`config.mk`:
```
export PLATFORM = sky130hd
export DESIGN_NAME = pcsia_core
export DESIGN_NICKNAME = d
export VERILOG_FILES = /design/src/pcsia_pkg.sv /design/src/pcsia_stack.sv /design/src/pcsia_core.sv
export SDC_FILE = /design/constraint.sdc
export NUM_CORES = 1
export LEC_CHECK = 0
export BUFFER_PORTS_ARGS = -buffer_cell sky130_fd_sc_hd__buf_4
export CAP_MARGIN = 20
export CELL_PAD_IN_SITES_DETAIL_PLACEMENT = 0
export CELL_PAD_IN_SITES_GLOBAL_PLACEMENT = 1
export CORE_MARGIN = 8
export CORE_UTILIZATION = 30
export DETAILED_ROUTE_END_ITERATION = 16
export PLACE_DENSITY = 0.68
export SLEW_MARGIN = 0
export SYNTH_ARGS = -nofsm -noshare
export SYNTH_HDL_FRONTEND = slang
export SYNTH_SLANG_ARGS = --single-unit
```
`constraint.sdc`:
```
create_clock -name i_ref_clk -period 3.3 [get_ports i_ref_clk]
set_clock_uncertainty 0.2 [all_clocks]
set_input_delay 0.66 -clock i_ref_clk [delete_from_list [all_inputs] [get_ports i_ref_clk]]
set_output_delay 0.66 -clock i_ref_clk [all_outputs]
set_load 0.02 [all_outputs]
```
`src/pcsia_pkg.sv`:
```
// package for the program-sequencing and indirect-addressing core
// assumes an 11-bit counter variant with four 512-word pages
`default_nettype none
package pcsia_pkg;
  localparam int PC_W        = 11;
  localparam int PAGE_W      = 2;
  localparam int PTR_W       = 7;
  localparam int FADDR_W     = 5;
  localparam int BANK_W      = 2;
  localparam int JUMP_W      = 9;
  localparam int LOW_W       = 8;
  localparam logic [PC_W-1:0]    PC_RESET   = 11'h7FF;
  localparam logic [PC_W-1:0]    PC_ONE     = 11'h001;
  localparam logic [PAGE_W-1:0]  PAGE_RESET = 2'h0;
  localparam logic [FADDR_W-1:0] ADDR_PORT  = 5'h00;
  localparam logic [LOW_W-1:0]   DATA_ZERO  = 8'h00;
  localparam logic [PTR_W-1:0]   PTR_RESET  = 7'h00;
  // counter load kinds from the decoder
  typedef enum logic [3:0] {
    PCSIA_OP_SEQ  = 4'h1,
    PCSIA_OP_JUMP = 4'h2,
    PCSIA_OP_CALL = 4'h4,
    PCSIA_OP_RET  = 4'h8
  } pcsia_op_e;
endpackage
`default_nettype wire

```
`src/pcsia_stack.sv`:
```
// two-level return stack
// assumes one push or pop per instruction cycle from the sequencer
`default_nettype none
module pcsia_stack (
  input  wire logic                      i_ref_clk,
  input  wire logic                      i_rst,
  input  wire logic                      i_push,
  input  wire logic                      i_pop,
  input  wire logic [pcsia_pkg::PC_W-1:0] i_push_addr,
  output logic      [pcsia_pkg::PC_W-1:0] o_top_of_stack_entry
);
  logic [pcsia_pkg::PC_W-1:0] lvl1_r, lvl1_nxt;
  logic [pcsia_pkg::PC_W-1:0] lvl2_r, lvl2_nxt;

  always_comb begin
    lvl1_nxt = lvl1_r;
    lvl2_nxt = lvl2_r;
    if (i_push) begin
      lvl2_nxt = lvl1_r;
      lvl1_nxt = i_push_addr;
    end else if (i_pop) begin
      lvl1_nxt = lvl2_r; // level 2 kept, so extra pops reuse it
    end
  end

  always_ff @(posedge i_ref_clk) begin
    if (i_rst) begin
      lvl1_r <= pcsia_pkg::PC_RESET;
      lvl2_r <= pcsia_pkg::PC_RESET;
    end else begin
      lvl1_r <= lvl1_nxt;
      lvl2_r <= lvl2_nxt;
    end
  end

  assign o_top_of_stack_entry = lvl1_r;
endmodule
`default_nettype wire

```
`src/pcsia_core.sv`:
```
// program counter, page preselect, return stack and indirect addressing
// assumes decoder presents one decoded instruction per clock (instruction cycle)
//
// Contract
// - counter increments each cycle unless the instruction loads it
// - jump loads counter bits 8:0 from the instruction address field
// - counter low byte is readable and writable as a file register
// - jumps, calls and low-byte writes take bits 10:9 from page preselect
// - call or low-byte write loads bits 7:0 and clears bit 8
// - move, add and bit-set to the low byte count as counter writes
// - incrementing across a page leaves page preselect unchanged
// - reset sets every counter bit to one
// - reset clears page preselect to page 0
// - two-entry return stack, each entry as wide as the counter
// - return loads counter from level 1, level 2 to 1, literal to accumulator
// - indirect data port has no storage, redirects through the pointer
// - indirect read with pointer address zero returns zero
// - indirect write to the port itself changes no register
// - page preselect 00 to 11 selects 512-word pages 0 to 3
// - pointer bits 4:0 select address, bits 6:5 select bank
`default_nettype none
module pcsia_core (
  input  wire logic                           i_ref_clk,
  input  wire logic                           i_rst,
  input  wire pcsia_pkg::pcsia_op_e           i_op,
  input  wire logic [pcsia_pkg::JUMP_W-1:0]   i_jump_addr,
  input  wire logic [pcsia_pkg::LOW_W-1:0]    i_result,
  input  wire logic                           i_low_byte_wr,
  input  wire logic [pcsia_pkg::LOW_W-1:0]    i_literal,
  input  wire logic                           i_page_wr,
  input  wire logic [pcsia_pkg::PAGE_W-1:0]   i_page_preselect,
  input  wire logic                           i_ptr_wr,
  input  wire logic [pcsia_pkg::PTR_W-1:0]    i_ptr_data,
  input  wire logic                           i_ind_rd,
  input  wire logic                           i_ind_wr,
  input  wire logic [pcsia_pkg::LOW_W-1:0]    i_ind_wdata,
  input  wire logic [pcsia_pkg::LOW_W-1:0]    i_file_rdata,
  output logic      [pcsia_pkg::PC_W-1:0]     o_pc,
  output logic      [pcsia_pkg::LOW_W-1:0]    o_counter_low_byte,
  output logic      [pcsia_pkg::PAGE_W-1:0]   o_page_preselect,
  output logic      [pcsia_pkg::PTR_W-1:0]    o_indirect_pointer,
  output logic      [pcsia_pkg::LOW_W-1:0]    o_acc_literal,
  output logic                                o_acc_load,
  output logic      [pcsia_pkg::FADDR_W-1:0]  o_file_addr,
  output logic      [pcsia_pkg::BANK_W-1:0]   o_file_bank,
  output logic                                o_file_wr,
  output logic      [pcsia_pkg::LOW_W-1:0]    o_file_wdata,
  output logic      [pcsia_pkg::LOW_W-1:0]    o_ind_rdata
);
  localparam int LB = pcsia_pkg::LOW_W;
  localparam int PB = pcsia_pkg::JUMP_W;

  logic [pcsia_pkg::PC_W-1:0]    pc_r, pc_nxt;
  logic [pcsia_pkg::PAGE_W-1:0]  page_r, page_nxt;
  logic [pcsia_pkg::PTR_W-1:0]   ptr_r, ptr_nxt;
  logic [pcsia_pkg::LOW_W-1:0]   lit_r, lit_nxt;
  logic                          accl_r, accl_nxt;
  logic [pcsia_pkg::FADDR_W-1:0] fa_r, fa_nxt;
  logic [pcsia_pkg::BANK_W-1:0]  fb_r, fb_nxt;
  logic                          fw_r, fw_nxt;
  logic [pcsia_pkg::LOW_W-1:0]   fd_r, fd_nxt;
  logic [pcsia_pkg::LOW_W-1:0]   ird_r, ird_nxt;
  logic [pcsia_pkg::PC_W-1:0]    pc_inc;
  logic [pcsia_pkg::PC_W-1:0]    top_of_stack_entry;
  logic                          do_push;
  logic                          do_pop;
  logic                          ptr_self;

  assign pc_inc   = pc_r + pcsia_pkg::PC_ONE;
  assign do_push  = (i_op == pcsia_pkg::PCSIA_OP_CALL);
  assign do_pop   = (i_op == pcsia_pkg::PCSIA_OP_RET);
  assign ptr_self = (ptr_r[pcsia_pkg::FADDR_W-1:0] == pcsia_pkg::ADDR_PORT);

  // stack entries match counter width
  pcsia_stack u_stack (
    .i_ref_clk            (i_ref_clk),
    .i_rst                (i_rst),
    .i_push               (do_push),
    .i_pop                (do_pop),
    .i_push_addr          (pc_inc),
    .o_top_of_stack_entry (top_of_stack_entry)
  );

  // program counter and page preselect
  always_comb begin
    pc_nxt   = pc_inc; // page preselect untouched by carry
    page_nxt = page_r;
    if (i_page_wr) begin
      page_nxt = i_page_preselect;
    end
    if (do_pop) begin
      pc_nxt = top_of_stack_entry;
    end else if (do_push || i_low_byte_wr) begin
      // bit 8 forced low; targets limited to first half-page
      pc_nxt = {page_r, 1'b0, i_result};
    end else if (i_op == pcsia_pkg::PCSIA_OP_JUMP) begin
      pc_nxt = {page_r, i_jump_addr};
    end
  end

  always_ff @(posedge i_ref_clk) begin
    if (i_rst) begin
      pc_r   <= pcsia_pkg::PC_RESET;
      page_r <= pcsia_pkg::PAGE_RESET;
    end else begin
      pc_r   <= pc_nxt;
      page_r <= page_nxt;
    end
  end

  // accumulator literal on return
  always_comb begin
    lit_nxt  = lit_r;
    accl_nxt = do_pop;
    if (do_pop) begin
      lit_nxt = i_literal;
    end
  end

  always_ff @(posedge i_ref_clk) begin
    if (i_rst) begin
      lit_r  <= pcsia_pkg::DATA_ZERO;
      accl_r <= 1'b0;
    end else begin
      lit_r  <= lit_nxt;
      accl_r <= accl_nxt;
    end
  end

  // indirect access: no storage in the port, pointer selects target
  always_comb begin
    ptr_nxt = ptr_r;
    fw_nxt  = i_ind_wr && !ptr_self; // self-target write is a no-op
    fd_nxt  = i_ind_wdata;
    ird_nxt = ird_r;
    if (i_ptr_wr) begin
      ptr_nxt = i_ptr_data;
    end
    // address follows the new pointer, so a read right after a pointer write never lags
    fa_nxt  = ptr_nxt[pcsia_pkg::FADDR_W-1:0];
    fb_nxt  = ptr_nxt[pcsia_pkg::PTR_W-1:pcsia_pkg::FADDR_W];
    if (i_ind_rd) begin
      ird_nxt = ptr_self ? pcsia_pkg::DATA_ZERO : i_file_rdata;
    end
  end

  always_ff @(posedge i_ref_clk) begin
    if (i_rst) begin
      ptr_r <= pcsia_pkg::PTR_RESET;
      fa_r  <= pcsia_pkg::ADDR_PORT;
      fb_r  <= '0;
      fw_r  <= 1'b0;
      fd_r  <= pcsia_pkg::DATA_ZERO;
      ird_r <= pcsia_pkg::DATA_ZERO;
    end else begin
      ptr_r <= ptr_nxt;
      fa_r  <= fa_nxt;
      fb_r  <= fb_nxt;
      fw_r  <= fw_nxt;
      fd_r  <= fd_nxt;
      ird_r <= ird_nxt;
    end
  end

  assign o_pc               = pc_r;
  assign o_counter_low_byte = pc_r[LB-1:0];
  assign o_page_preselect   = page_r;
  assign o_indirect_pointer = ptr_r;
  assign o_acc_literal      = lit_r;
  assign o_acc_load         = accl_r;
  assign o_file_addr        = fa_r;
  assign o_file_bank        = fb_r;
  assign o_file_wr          = fw_r;
  assign o_file_wdata       = fd_r;
  assign o_ind_rdata        = ird_r;
endmodule
`default_nettype wire

```
### Word level (Yosys, flattened, before mapping)

Index checks and enable logic that the tools add are counted.

* flip-flop bits (word level): 75
* bits of input ports: 61
* output and inout bits: 61
* word-level logic and storage cells: 28

* $add $sub $neg: 1
* eq/ne operators: 3
* mux-type cells: 7
* reductions and logical operators: 5

Operators by type and width (number)
* $mux 11: 5
* $add 11x1->11 const B: 1
* $mux 8: 1
* $mux 7: 1
* $logic_not 5->1: 1
* $eq 4x2->1 const B: 1
* $eq 4x3->1 const B: 1
* $eq 4x4->1 const B: 1
* $reduce_bool 2->1: 1
* $logic_and 1x1->1: 1
* $logic_not 1->1: 1
* $logic_or 1x1->1: 1

### Logic depth before layout (Yosys ltp)

Gate-level depths: netlist of run 1.

* word-level depth: 4
* gate-level depth with buffers: 6
* gate-level depth less buffers: 5

### Hierarchy

A second synthesis of run 1 with hierarchy kept.

* cells, all modules: 336
* area, all modules: 3119.2 µm²

Modules (own cells, without submodules)
* pcsia_core: instances 1, cells an instance 251, area an instance 2192.1 µm², sequential area each 920.9 µm²
* pcsia_stack: instances 1, cells an instance 85, area an instance 927.1 µm², sequential area each 440.4 µm²

### Worst setup path before layout of run 1

OpenSTA, ideal clock, no wires.

* path kind: input -> register
* start: in i_op[3]
* end: reg pc_r (netlist bit o_pc[9])
* setup time: 0.084 ns
* arrival: 1.778 ns
* required time: 3.016 ns
* path slack: 1.238 ns
* stages on the path: 6
* path buffers: 2
* cells stage by stage: or4b_1 > buf_2 > nand2b_4 > buf_6 > nor4_1 > o31ai_2

* cells in the longest elaborated chain, start to end: 4
* elaborated cells on any way between the ends: 7
* classes of those cells: eq/ne (3); mux (3); reduce/logical (1)

Ends and longest elaborated chain
* from (decl): RTL line pcsia_core.sv:25 `input wire pcsia_pkg::pcsia_op_e i_op,`
* $eq 4x2->1 / $eq 4x3->1 (equally long branches): RTL line pcsia_core.sv:96, pcsia_core.sv:70
* $mux 11 / $logic_or 1x1->1 (equally long branches): RTL line pcsia_core.sv:96, pcsia_core.sv:93
* $mux 11: RTL line pcsia_core.sv:93 `end else if (do_push || i_low_byte_wr) begin`
* $mux 11 *: RTL line pcsia_core.sv:91 `if (do_pop) begin`
* to (signal assigned): RTL line pcsia_core.sv:103 `pc_r <= pcsia_pkg::PC_RESET;`
* to (signal assigned): RTL line pcsia_core.sv:106 `pc_r <= pc_nxt;`
* to (decl): RTL line pcsia_core.sv:53 `logic [pcsia_pkg::PC_W-1:0] pc_r, pc_nxt;`

Mark *: on every way between the ends. The rest lies on a longest branch, timed or not.
A chain may end at the register's enable or synchronous reset.

### Final worst setup path of run 1

* start: in i_op[2]
* end: reg pc_r (netlist bit o_pc[10])

The elaborated chain is that of the path after synthesis.

==> impl_metrics.toml, run 1 <==
[yosys]
syn_inst = 337
yosysTopAreaCell = "dfxtp_1"
avgSynthCellArea_um2 = 8.68
synth-seq-area-share_pct = 46.6
synth_edf_count = 0
syn-num-nets = 399
synth_ff_type = "dfxtp_1"
yosys-top-cells-area = "dfxtp_1 (47%), nand2_1 (7.1%), a21oi_1 (4.1%)"
synth_commonest_cells = "dfxtp_1 (68), nand2_1 (55), a21oi_1 (24), nor2_1 (22), buf_4 (15)"
synthArstFlopShare_pct = 0
synth_area_mm2 = 0.00292
ys_seq_elements = 68
yosysWarnings = 0
synthMostInstantiatedCell = "dfxtp_1"
synth_cell_types = 42
synth_top_area_share_pct = 46.6

[critical_path]
ff2ff_path_depth = 5
worstPathArrival_ns = 2.18
r2r-end = "o_pc[8]"
start_kind = "input port"
regToRegSetupSlack_ns = 1.20
cp_data_required_time_ns = 3.37
worst-setup-path-type = "input port to register"
r2r_start = "o_pc[0]"
cp_max_fo = 17
critPathCaptureType = "register"

[sta]
rsz0062_at_grt = "no"
layout_worst_path_cycle_share_pct = 64.0
drv_slew = 0
worst_pin_slew_ns = 0.925
fin_tns_setup_ns = 0
hold_violations = 0
setup_viol = 0
setup_slack_ns = 1.19
min_period_ns = 2.11
whs_ns = 0.259
fmax_ghz = 0.473
slew_headroom_pct = 38.1

[route]
wire_per_inst_um = 16.0
ant_nets = 0
drc = 0
drt-total-wl_mm = 9.16
vias_per_cell = 4.82
dr.pass1.iters = 4
via_count = 2766
drt_iter0_drc = 233

[clocking]
cts_tree = "built"
postCtsSetupBuffers = 0
htreeDepth = 3
clk_latency_ns = 0.34
cts_resized = 0
root_buffer = "clkbuf_8"
cts_made_buffers = 9
clk_pin_slew_ns = 0.07
cts_buffer_depth = 2
clkSinkCount = 68
cts_hold_buf = 0

[global_route]
grt_use_total_pct = 13.6
grt_max_degree = 71
grtUsageMet1_pct = 17.2
grt_pass1_wl_mm = 14.0
grt_antenna_before_repair = 0
busiest_layer = "met2"
grt_util_met2_pct = 21.3
grt_pass1_vias = 2728
use_met3_pct = 4.48
overflow = 0

[layout]
n_antenna_cell = 0
fin_nets = 498
drive_gt1_share_pct = 33.1
area_growth_syn_to_layout_pct = 38.3
design_area_mm2 = 0.00404

[floorplan]
num_rows = 36
initial_core_util_pct = 30.3
coreArea_mm2 = 0.00964
die_y_um = 115
ios = 122
die-area_mm2 = 0.0132
die_w_um = 115

[status]
outcome = "completed"

[placement]
routabilityCongestion = 0.778
portBuffers = 121
dpl-instance-area_mm2 = 0.00383
post-place-ws_ns = 0.813
hpwl_mm = 6.50

[hold_path]
hp-class = "register to register"
whs_endpoint = "o_acc_literal[3]"
hold_path_depth = 2
min-delay-start = "o_acc_literal[3]"

[pwr]
leakagePower_nw = 1.79
vdd_ir_drop_max_mv = 0.181
pwr_density_cell_mw_per_mm2 = 507

[run]
max-cap-violations = 0
## sequential cells by signal, summed over array words and instances, names as in the netlist
| name | cells |
|---|---|
| u_stack.o_top_of_stack_entry | 11 |
| o_pc | 11 |
| o_acc_literal | 8 |
| o_acc_load | 1 |
| u_stack.lvl2_r | 11 |
| o_file_wr | 1 |
| o_page_preselect | 2 |
| o_ind_rdata | 8 |
| o_indirect_pointer | 7 |
| o_file_wdata | 8 |
## where the power goes
group,switching [W],internal (W),total (W)
clock,0.000309,0.000443,0.000752
sequential,0.0000476,0.000868,0.000916
combinational,0.000202,0.000179,0.000380
## worst max-delay path by stage
stage / from / endpoint / slack (ns) / cells past startpoint
3_5_place_dp: i_op[2] / o_pc[10] / 0.81 / 5
2_1_floorplan: i_op[3] / o_pc[9] / 1.24 / 6
3_3_place_gp: i_op[2] / o_pc[10] / 0.82 / 5
4_1_cts: i_op[2] / o_pc[10] / 1.18 / 5
6_report: i_op[2] / o_pc[10] / 1.19 / 5
5_1_grt: o_pc[0] / o_pc[8] / 1.0 / 5
## final cells by class
cell class / count / area (um^2)
Clock buffer: 11 / 141
Inverter: 2 / 7.51
Multi-Input combinational cell: 230 / 1350
Fill cell: 1010 / 5600
Clock inverter: 5 / 75.1
Sequential cell: 68 / 1360
Tap cell: 133 / 166
Timing Repair Buffer: 125 / 938
## critical path, cell delays in order
cell and delay [ns]:
buf_4 0.14, or4b_1 0.88, o311ai_0 0.22, o31ai_1 0.12
a31oi_1 0.15
## kinds of logic after synthesis
kind of cell               Yosys count  synth area share, %
xor gates and xnor gates             4                 1.20
adders and majority gates            1                0.428
AOI/OAI and AO/OA                   71                 15.7
DFF                                 68                 46.6
buffers and inverters               39                 7.66
muxes                                9                 3.08
and+or+nand+nor                    145                 25.4
## routing by layer
metal  wire (um)  up-vias
met5           0        -
met3         826        7
met1        4270     1278
met2        3990      118
met4          77        0
li1            -     1363
## stage by stage
stage / util, % / instances / power [W]
after floorplan: - / 337 / 0.00115
after global placement: 39.7 / 558 / 0.00131
after detailed placement: 39.7 / 558 / 0.00132
after CTS: 42.0 / 574 / 0.00208
after global routing: 42.0 / 574 / 0.00215
final: 42.0 / 574 / 0.00205
## placed cells by master, fill, tap and decap left out, drive strengths merged, types with 2 or more instances in the layout
cell type	instances
a211o	3
a21oi	24
a221oi	9
a31oi	6
buf	125
bufinv	2
clkbuf	11
clkinv	3
dfxtp	68
inv	2
mux2i	9
nand2	55
nand2b	10
nand3	14
nand3b	11
nand4	2
nor2	22
nor2b	8
nor3	11
nor4	3
nor4b	3
o211ai	4
o21a	2
o21ai	13
o31a	2
o31ai	4
or4b	3
xnor2	2
xor2	2
No activity file was read; power rests on OpenSTA's default activity.
==> inputs of run 2 (changes only) <==
--- a/config.mk
+++ b/config.mk
@@ -5,6 +5,7 @@
 export SDC_FILE = /design/constraint.sdc
 export NUM_CORES = 1
 export LEC_CHECK = 0
+export ABC_AREA = 1
 export BUFFER_PORTS_ARGS = -buffer_cell sky130_fd_sc_hd__buf_4
 export CAP_MARGIN = 20
 export CELL_PAD_IN_SITES_DETAIL_PLACEMENT = 0
@@ -12,7 +13,7 @@
 export CORE_MARGIN = 8
 export CORE_UTILIZATION = 30
 export DETAILED_ROUTE_END_ITERATION = 16
-export PLACE_DENSITY = 0.68
+export PLACE_DENSITY = 0.7
 export SLEW_MARGIN = 0
 export SYNTH_ARGS = -nofsm -noshare
 export SYNTH_HDL_FRONTEND = slang
==> constraint.sdc (replaced) <==
create_clock -name i_ref_clk -period 2.2 [get_ports i_ref_clk]
set_clock_uncertainty 0.2 [all_clocks]
set_input_delay 0.44 -clock i_ref_clk [delete_from_list [all_inputs] [get_ports i_ref_clk]]
set_output_delay 0.44 -clock i_ref_clk [all_outputs]
set_load 0.02 [all_outputs]
==> run 2 against run 1 <==
Net effect:
- via count is 6.5% higher
- critical path depth grew 3
- sequential power increased by 50%
- worst hold slack got worse by 0.16 ns
- first-iteration DRC count shrank 40%
- combinational power rose by 66%
- routed wire length down 2.6%
- sequential share of layout area fell by 1.3 points
- design area increased by 3.9%
- non-clock buffer count grew 3
- sequential cell count did not move
==> impl_metrics.toml, run 2 <==
[floorplan]
die_w_um = 117
num_rows = 36
die_y_um = 117
initial_core_util_pct = 30.9
ios = 122
die-area_mm2 = 0.0136
coreArea_mm2 = 0.00982

[route]
drc = 0
via_count = 2945
drt_iter0_drc = 140
vias_per_cell = 4.41
dr.pass1.iters = 4
ant_nets = 0
wire_per_inst_um = 13.4
drt-total-wl_mm = 8.93

[global_route]
grt_antenna_before_repair = 0
grtUsageMet1_pct = 16.9
overflow = 0
grt_util_met2_pct = 19.9
use_met3_pct = 5.74
busiest_layer = "met2"
grt_pass1_vias = 2924
grt_use_total_pct = 13.3
grt_max_degree = 30
grt_pass1_wl_mm = 14.3

[clocking]
clkSinkCount = 68
clk_latency_ns = 0.34
cts_hold_buf = 0
clk_pin_slew_ns = 0.08
cts_buffer_depth = 2
htreeDepth = 3
cts_made_buffers = 9
postCtsSetupBuffers = 0
cts_tree = "built"
root_buffer = "clkbuf_8"
cts_resized = 0

[critical_path]
cp_data_required_time_ns = 2.29
critPathCaptureType = "register"
start_kind = "register"
cp_max_fo = 6
worstPathArrival_ns = 1.85
worst-setup-path-type = "register to register"
regToRegSetupSlack_ns = 0.44

[yosys]
synth_cell_types = 28
syn-num-nets = 483
synth-seq-area-share_pct = 44.8
yosysWarnings = 0
synth_ff_type = "dfxtp_1"
yosysTopAreaCell = "dfxtp_1"
synth_top_area_share_pct = 44.8
avgSynthCellArea_um2 = 7.22
synth_commonest_cells = "nand2_1 (116), dfxtp_1 (68), nor2_1 (45), a21oi_1 (40), inv_1 (40)"
synthMostInstantiatedCell = "nand2_1"
synth_area_mm2 = 0.00304
ys_seq_elements = 68
synth_edf_count = 0
yosys-top-cells-area = "dfxtp_1 (45%), nand2_1 (14%), a21oi_1 (6.6%)"
syn_inst = 421
synthArstFlopShare_pct = 0

[sta]
worst_pin_slew_ns = 0.342
layout_worst_path_cycle_share_pct = 80.1
hold_violations = 0
fin_tns_setup_ns = 0
drv_slew = 0
slew_headroom_pct = 77.2
fmax_ghz = 0.568
setup_viol = 0
whs_ns = 0.101
rsz0062_at_grt = "no"
min_period_ns = 1.76

[layout]
design_area_mm2 = 0.00420
final_util_pct = 42.8
n_antenna_cell = 0
fin_nets = 592
layout_common_cells = "buf_4 (127), nand2_1 (116), dfxtp_1 (68)"
area_growth_syn_to_layout_pct = 38.3
fillers = 1053
drive_gt1_share_pct = 28.2
layout_commonest_cell = "buf_4"

[hold_path]
hp-class = "input port to register"

[pwr]
pwr_density_cell_mw_per_mm2 = 776
vdd_ir_drop_max_mv = 0.471
total_power_w = 0.00326
leakagePower_nw = 2.16

[placement]
routabilityCongestion = 0.781
portBuffers = 121
hpwl_mm = 6.84
dpl-instance-area_mm2 = 0.00395

[run]
max-cap-violations = 0

[status]
outcome = "completed"
run 2: cell types whose count changed after synthesis, sizes merged, moves of 7 or more:
cell	delta
nand2	+62
inv	+40
nor2	+24
o21ai	+19
a21oi	+16
nand2b	-10
a221oi	-9
mux2i	-9
nand3	+9
nand3b	-9
nor3	-9
nor2b	-8
clkbuf	-7
run 2: power by group:
group | switching, W | internal, W | leakage [nW]
Sequential | 0.0000622 | 0.00131 | 0.561
Clock | 0.000481 | 0.000784 | 0.122
Combinational | 0.000359 | 0.000271 | 1.47
Total | 0.000903 | 0.00236 | 2.16
run 2: critical path: stages (launching register included):
cell     delay, ns
dfxtp_1       0.45
ha_1          0.34
nand3_1       0.16
inv_1         0.08
nand2_1       0.08
or2_1         0.23
nand3_1       0.07
nand2_1       0.05
nand2_1       0.05
run 2: final cells by class:
type | instances | area [um^2] | area share (%)
repair buffers | 128 | 973 | 23.2
inverters | 44 | 165 | 3.93
clock inverters | 6 | 111 | 2.65
flip-flops and latches | 68 | 1360 | 32.4
clock buffers | 10 | 138 | 3.27
multi-input cells | 279 | 1290 | 30.6
well taps | 133 | 166 | 3.96
run 2: cells by family after synthesis:
kind of cell | Yosys count | synth area share [%]
simple gates | 196 | 27.5
compound gates | 79 | 13.6
buf+inv | 74 | 12.8
flops | 68 | 44.8
xor+xnor | 3 | 0.865
fa+ha+maj | 1 | 0.412
run 2: routing by layer:
layer  vias up  part of all wire (%)
li1       1541                     -
met1      1292                    47
met2       104                    42
met3         8                    10
met4         0                  0.81
met5         -                     0
run 2: final timing paths:
check / start / cells past startpoint / endpoint
worst max-delay path: o_pc[0] / 8 / o_pc[8]
worst min-delay path: i_ind_wdata[4] / 3 / o_file_wdata[4]
worst max register to register: o_pc[0] / 8 / o_pc[8]
worst min register to register: o_acc_literal[0] / 2 / o_acc_literal[0]
run 2: per-stage QoR:
step           setup slack (ns)  cells
2_1_floorplan             0.554    421
3_3_place_gp              0.357    652
3_5_place_dp              0.341    652
4_1_cts                   0.430    668
5_1_grt                   0.220    668
6_report                  0.439    668
==> inputs of run 3 (changes only) <==
==> constraint.sdc (replaced) <==
create_clock -name i_ref_clk -period 1.8 [get_ports i_ref_clk]
set_clock_uncertainty 0.2 [all_clocks]
set_input_delay 0.36 -clock i_ref_clk [delete_from_list [all_inputs] [get_ports i_ref_clk]]
set_output_delay 0.36 -clock i_ref_clk [all_outputs]
set_load 0.02 [all_outputs]
==> run 3 against run 2 <==
Net effect:
- clock-buffer cell count down 1
- global-route usage is 0.32 points higher
- design area increased by 1.9%
- setup slack worse by 0.25 ns
- sequential cell count unchanged
- die area unchanged
- routed wire length is 1.5% higher
- sequential power rose by 22%
- utilization rose by 0.83 points
==> impl_metrics.toml, run 3 (synthesis gave the netlist of run 2 again) <==
[status]
outcome = "completed"

[route]
vias_per_cell = 4.44
ant_nets = 0
drc = 0
via_count = 3014
wire_per_inst_um = 13.4
dr.pass1.iters = 4
drt-total-wl_mm = 9.07
drt_iter0_drc = 125

[clocking]
root_buffer = "clkbuf_8"
htreeDepth = 3
cts_tree = "built"
cts_buffer_depth = 2
clk_latency_ns = 0.34
cts_made_buffers = 9
clk_pin_slew_ns = 0.08
clkSinkCount = 68

[floorplan]
num_rows = 36
die_y_um = 117
ios = 122
die-area_mm2 = 0.0136
coreArea_mm2 = 0.00982
die_w_um = 117
initial_core_util_pct = 30.9

[placement]
hpwl_mm = 6.93
portBuffers = 121
routabilityCongestion = 0.796

[layout]
fin_nets = 603
fillers = 1030
layout_common_cells = "buf_4 (132), nand2_1 (116), dfxtp_1 (68)"
drive_gt1_share_pct = 28.8
final_util_pct = 43.6
layout_commonest_cell = "buf_4"
area_growth_syn_to_layout_pct = 41.0
n_antenna_cell = 0

[sta]
slew_headroom_pct = 77.6
drv_slew = 0
setup_viol = 0
min_period_ns = 1.62
rsz0062_at_grt = "no"
worst_pin_slew_ns = 0.336
hold_violations = 0
layout_worst_path_cycle_share_pct = 89.8
fin_tns_setup_ns = 0
fmax_ghz = 0.619

[pwr]
p_sw_share_pct = 29.6
p_sw_w = 0.00115
vdd_ir_drop_max_mv = 0.532
leakagePower_nw = 2.20
pwr-share-seq_pct = 43.0
p_int_w = 0.00274
p_clk_share_pct = 36.6
pwr_density_cell_mw_per_mm2 = 907
power_frac_comb_pct = 20.4

[critical_path]
path_buf_inv = 2
start_kind = "register"
cp_max_fo = 4
worst-setup-path-type = "register to output port"
worstPathArrival_ns = 1.06
slowest_delay_ns = 0.43
cpMostUsedCell = "buf_4"
cp_data_required_time_ns = 1.24
critPathTopFamily = "flip-flops"
critPathCaptureType = "output port"
critical-path-slowest-cell = "dfxtp_1"
path_cells = "buf_4, buf_4"

[global_route]
grt_pass1_wl_mm = 14.5
grt_antenna_before_repair = 0
grt_pass1_vias = 2930
grt_max_degree = 21
grt_use_total_pct = 13.6
overflow = 0

[run]
max-cap-violations = 0

[hold_path]
hp-class = "input port to register"
-- run 3: cell types whose count changed in the layout (fill, tap and decap cells not counted) --
cell	previous run	this run
buf_4	127	132
dlygate4sd3_1	0	5
inv_6	0	2
buf_12	1	2
bufinv_16	3	2
clkbuf_8	10	9
-- run 3: power groups by stage --
stage          clock network, W  logic [W]  registers, W
2_1_floorplan                 0   0.000392       0.00177
3_3_place_gp                  0   0.000793       0.00170
3_5_place_dp                  0   0.000795       0.00171
4_1_cts                 0.00147   0.000803       0.00167
5_1_grt                 0.00153   0.000883       0.00169
6_report                0.00142   0.000792       0.00167
-- run 3: timing repair --
item                      in CTS  in global routing
hold endpoints to repair       4                  1
hold buffers                   4                  1
resized for setup              0                  0
buffers inserted               0                  0
-- run 3: routing by layer --
| metal | part of all wire, % | global-route usage [%] | wire length [um] | vias up |
|---|---|---|---|---|
| met1 | 45 | 16.2 | 4100 | 1328 |
| met4 | 0.72 | 3.33 | 65 | 0 |
| met3 | 11 | 6.93 | 992 | 4 |
| met5 | 0 | 0 | 0 | - |
| met2 | 43 | 21.3 | 3910 | 116 |
| li1 | - | - | - | 1566 |
-- run 3: path summary, 6_finish.rpt --
check | from | end | slack [ns] | cells after the start
hold reg to reg | o_acc_literal[2] | o_acc_literal[2] | 0.27 | 2
setup / recovery | o_pc[0] | o_pc[0] | 0.18 | 2
hold / removal | i_ind_wdata[4] | o_file_wdata[4] | 0.02 | 3
setup reg to reg | o_pc[1] | u_stack.o_top_of_stack_entry[4] | 0.25 | 6
-- run 3: worst register-to-register path, cell delays in order (launching register included) --
cell	delay (ns)
dfxtp_1	0.43
ha_1	0.21
nand3_1	0.12
xor2_1	0.25
nor2_1	0.07
nor2_1	0.09
nand3_1	0.06
-- run 3: per-stage QoR --
step,total power [W],std cells,setup WS (ns),hold WS [ns],area (um^2)
detailed placement,0.00250,658,0.161,0.254,4010
global route,0.00410,679,0.103,0.000846,4280
global placement,0.00250,658,0.188,0.245,4010
finish,0.00389,679,0.184,0.0179,4280
CTS,0.00394,678,0.166,0.000794,4270
floorplan,0.00216,421,0.154,0.231,3040
-- run 3: cell type report --
type                            instances  area (um^2)  area share, %
Clock buffer                            9          124           2.89
Clock inverter                          7         98.8           2.31
Inverter                               44          165           3.86
Multi-Input combinational cell        279         1290           30.1
Sequential cell                        68         1360           31.8
Tap cell                              133          166           3.88
Timing Repair Buffer                  139         1080           25.2
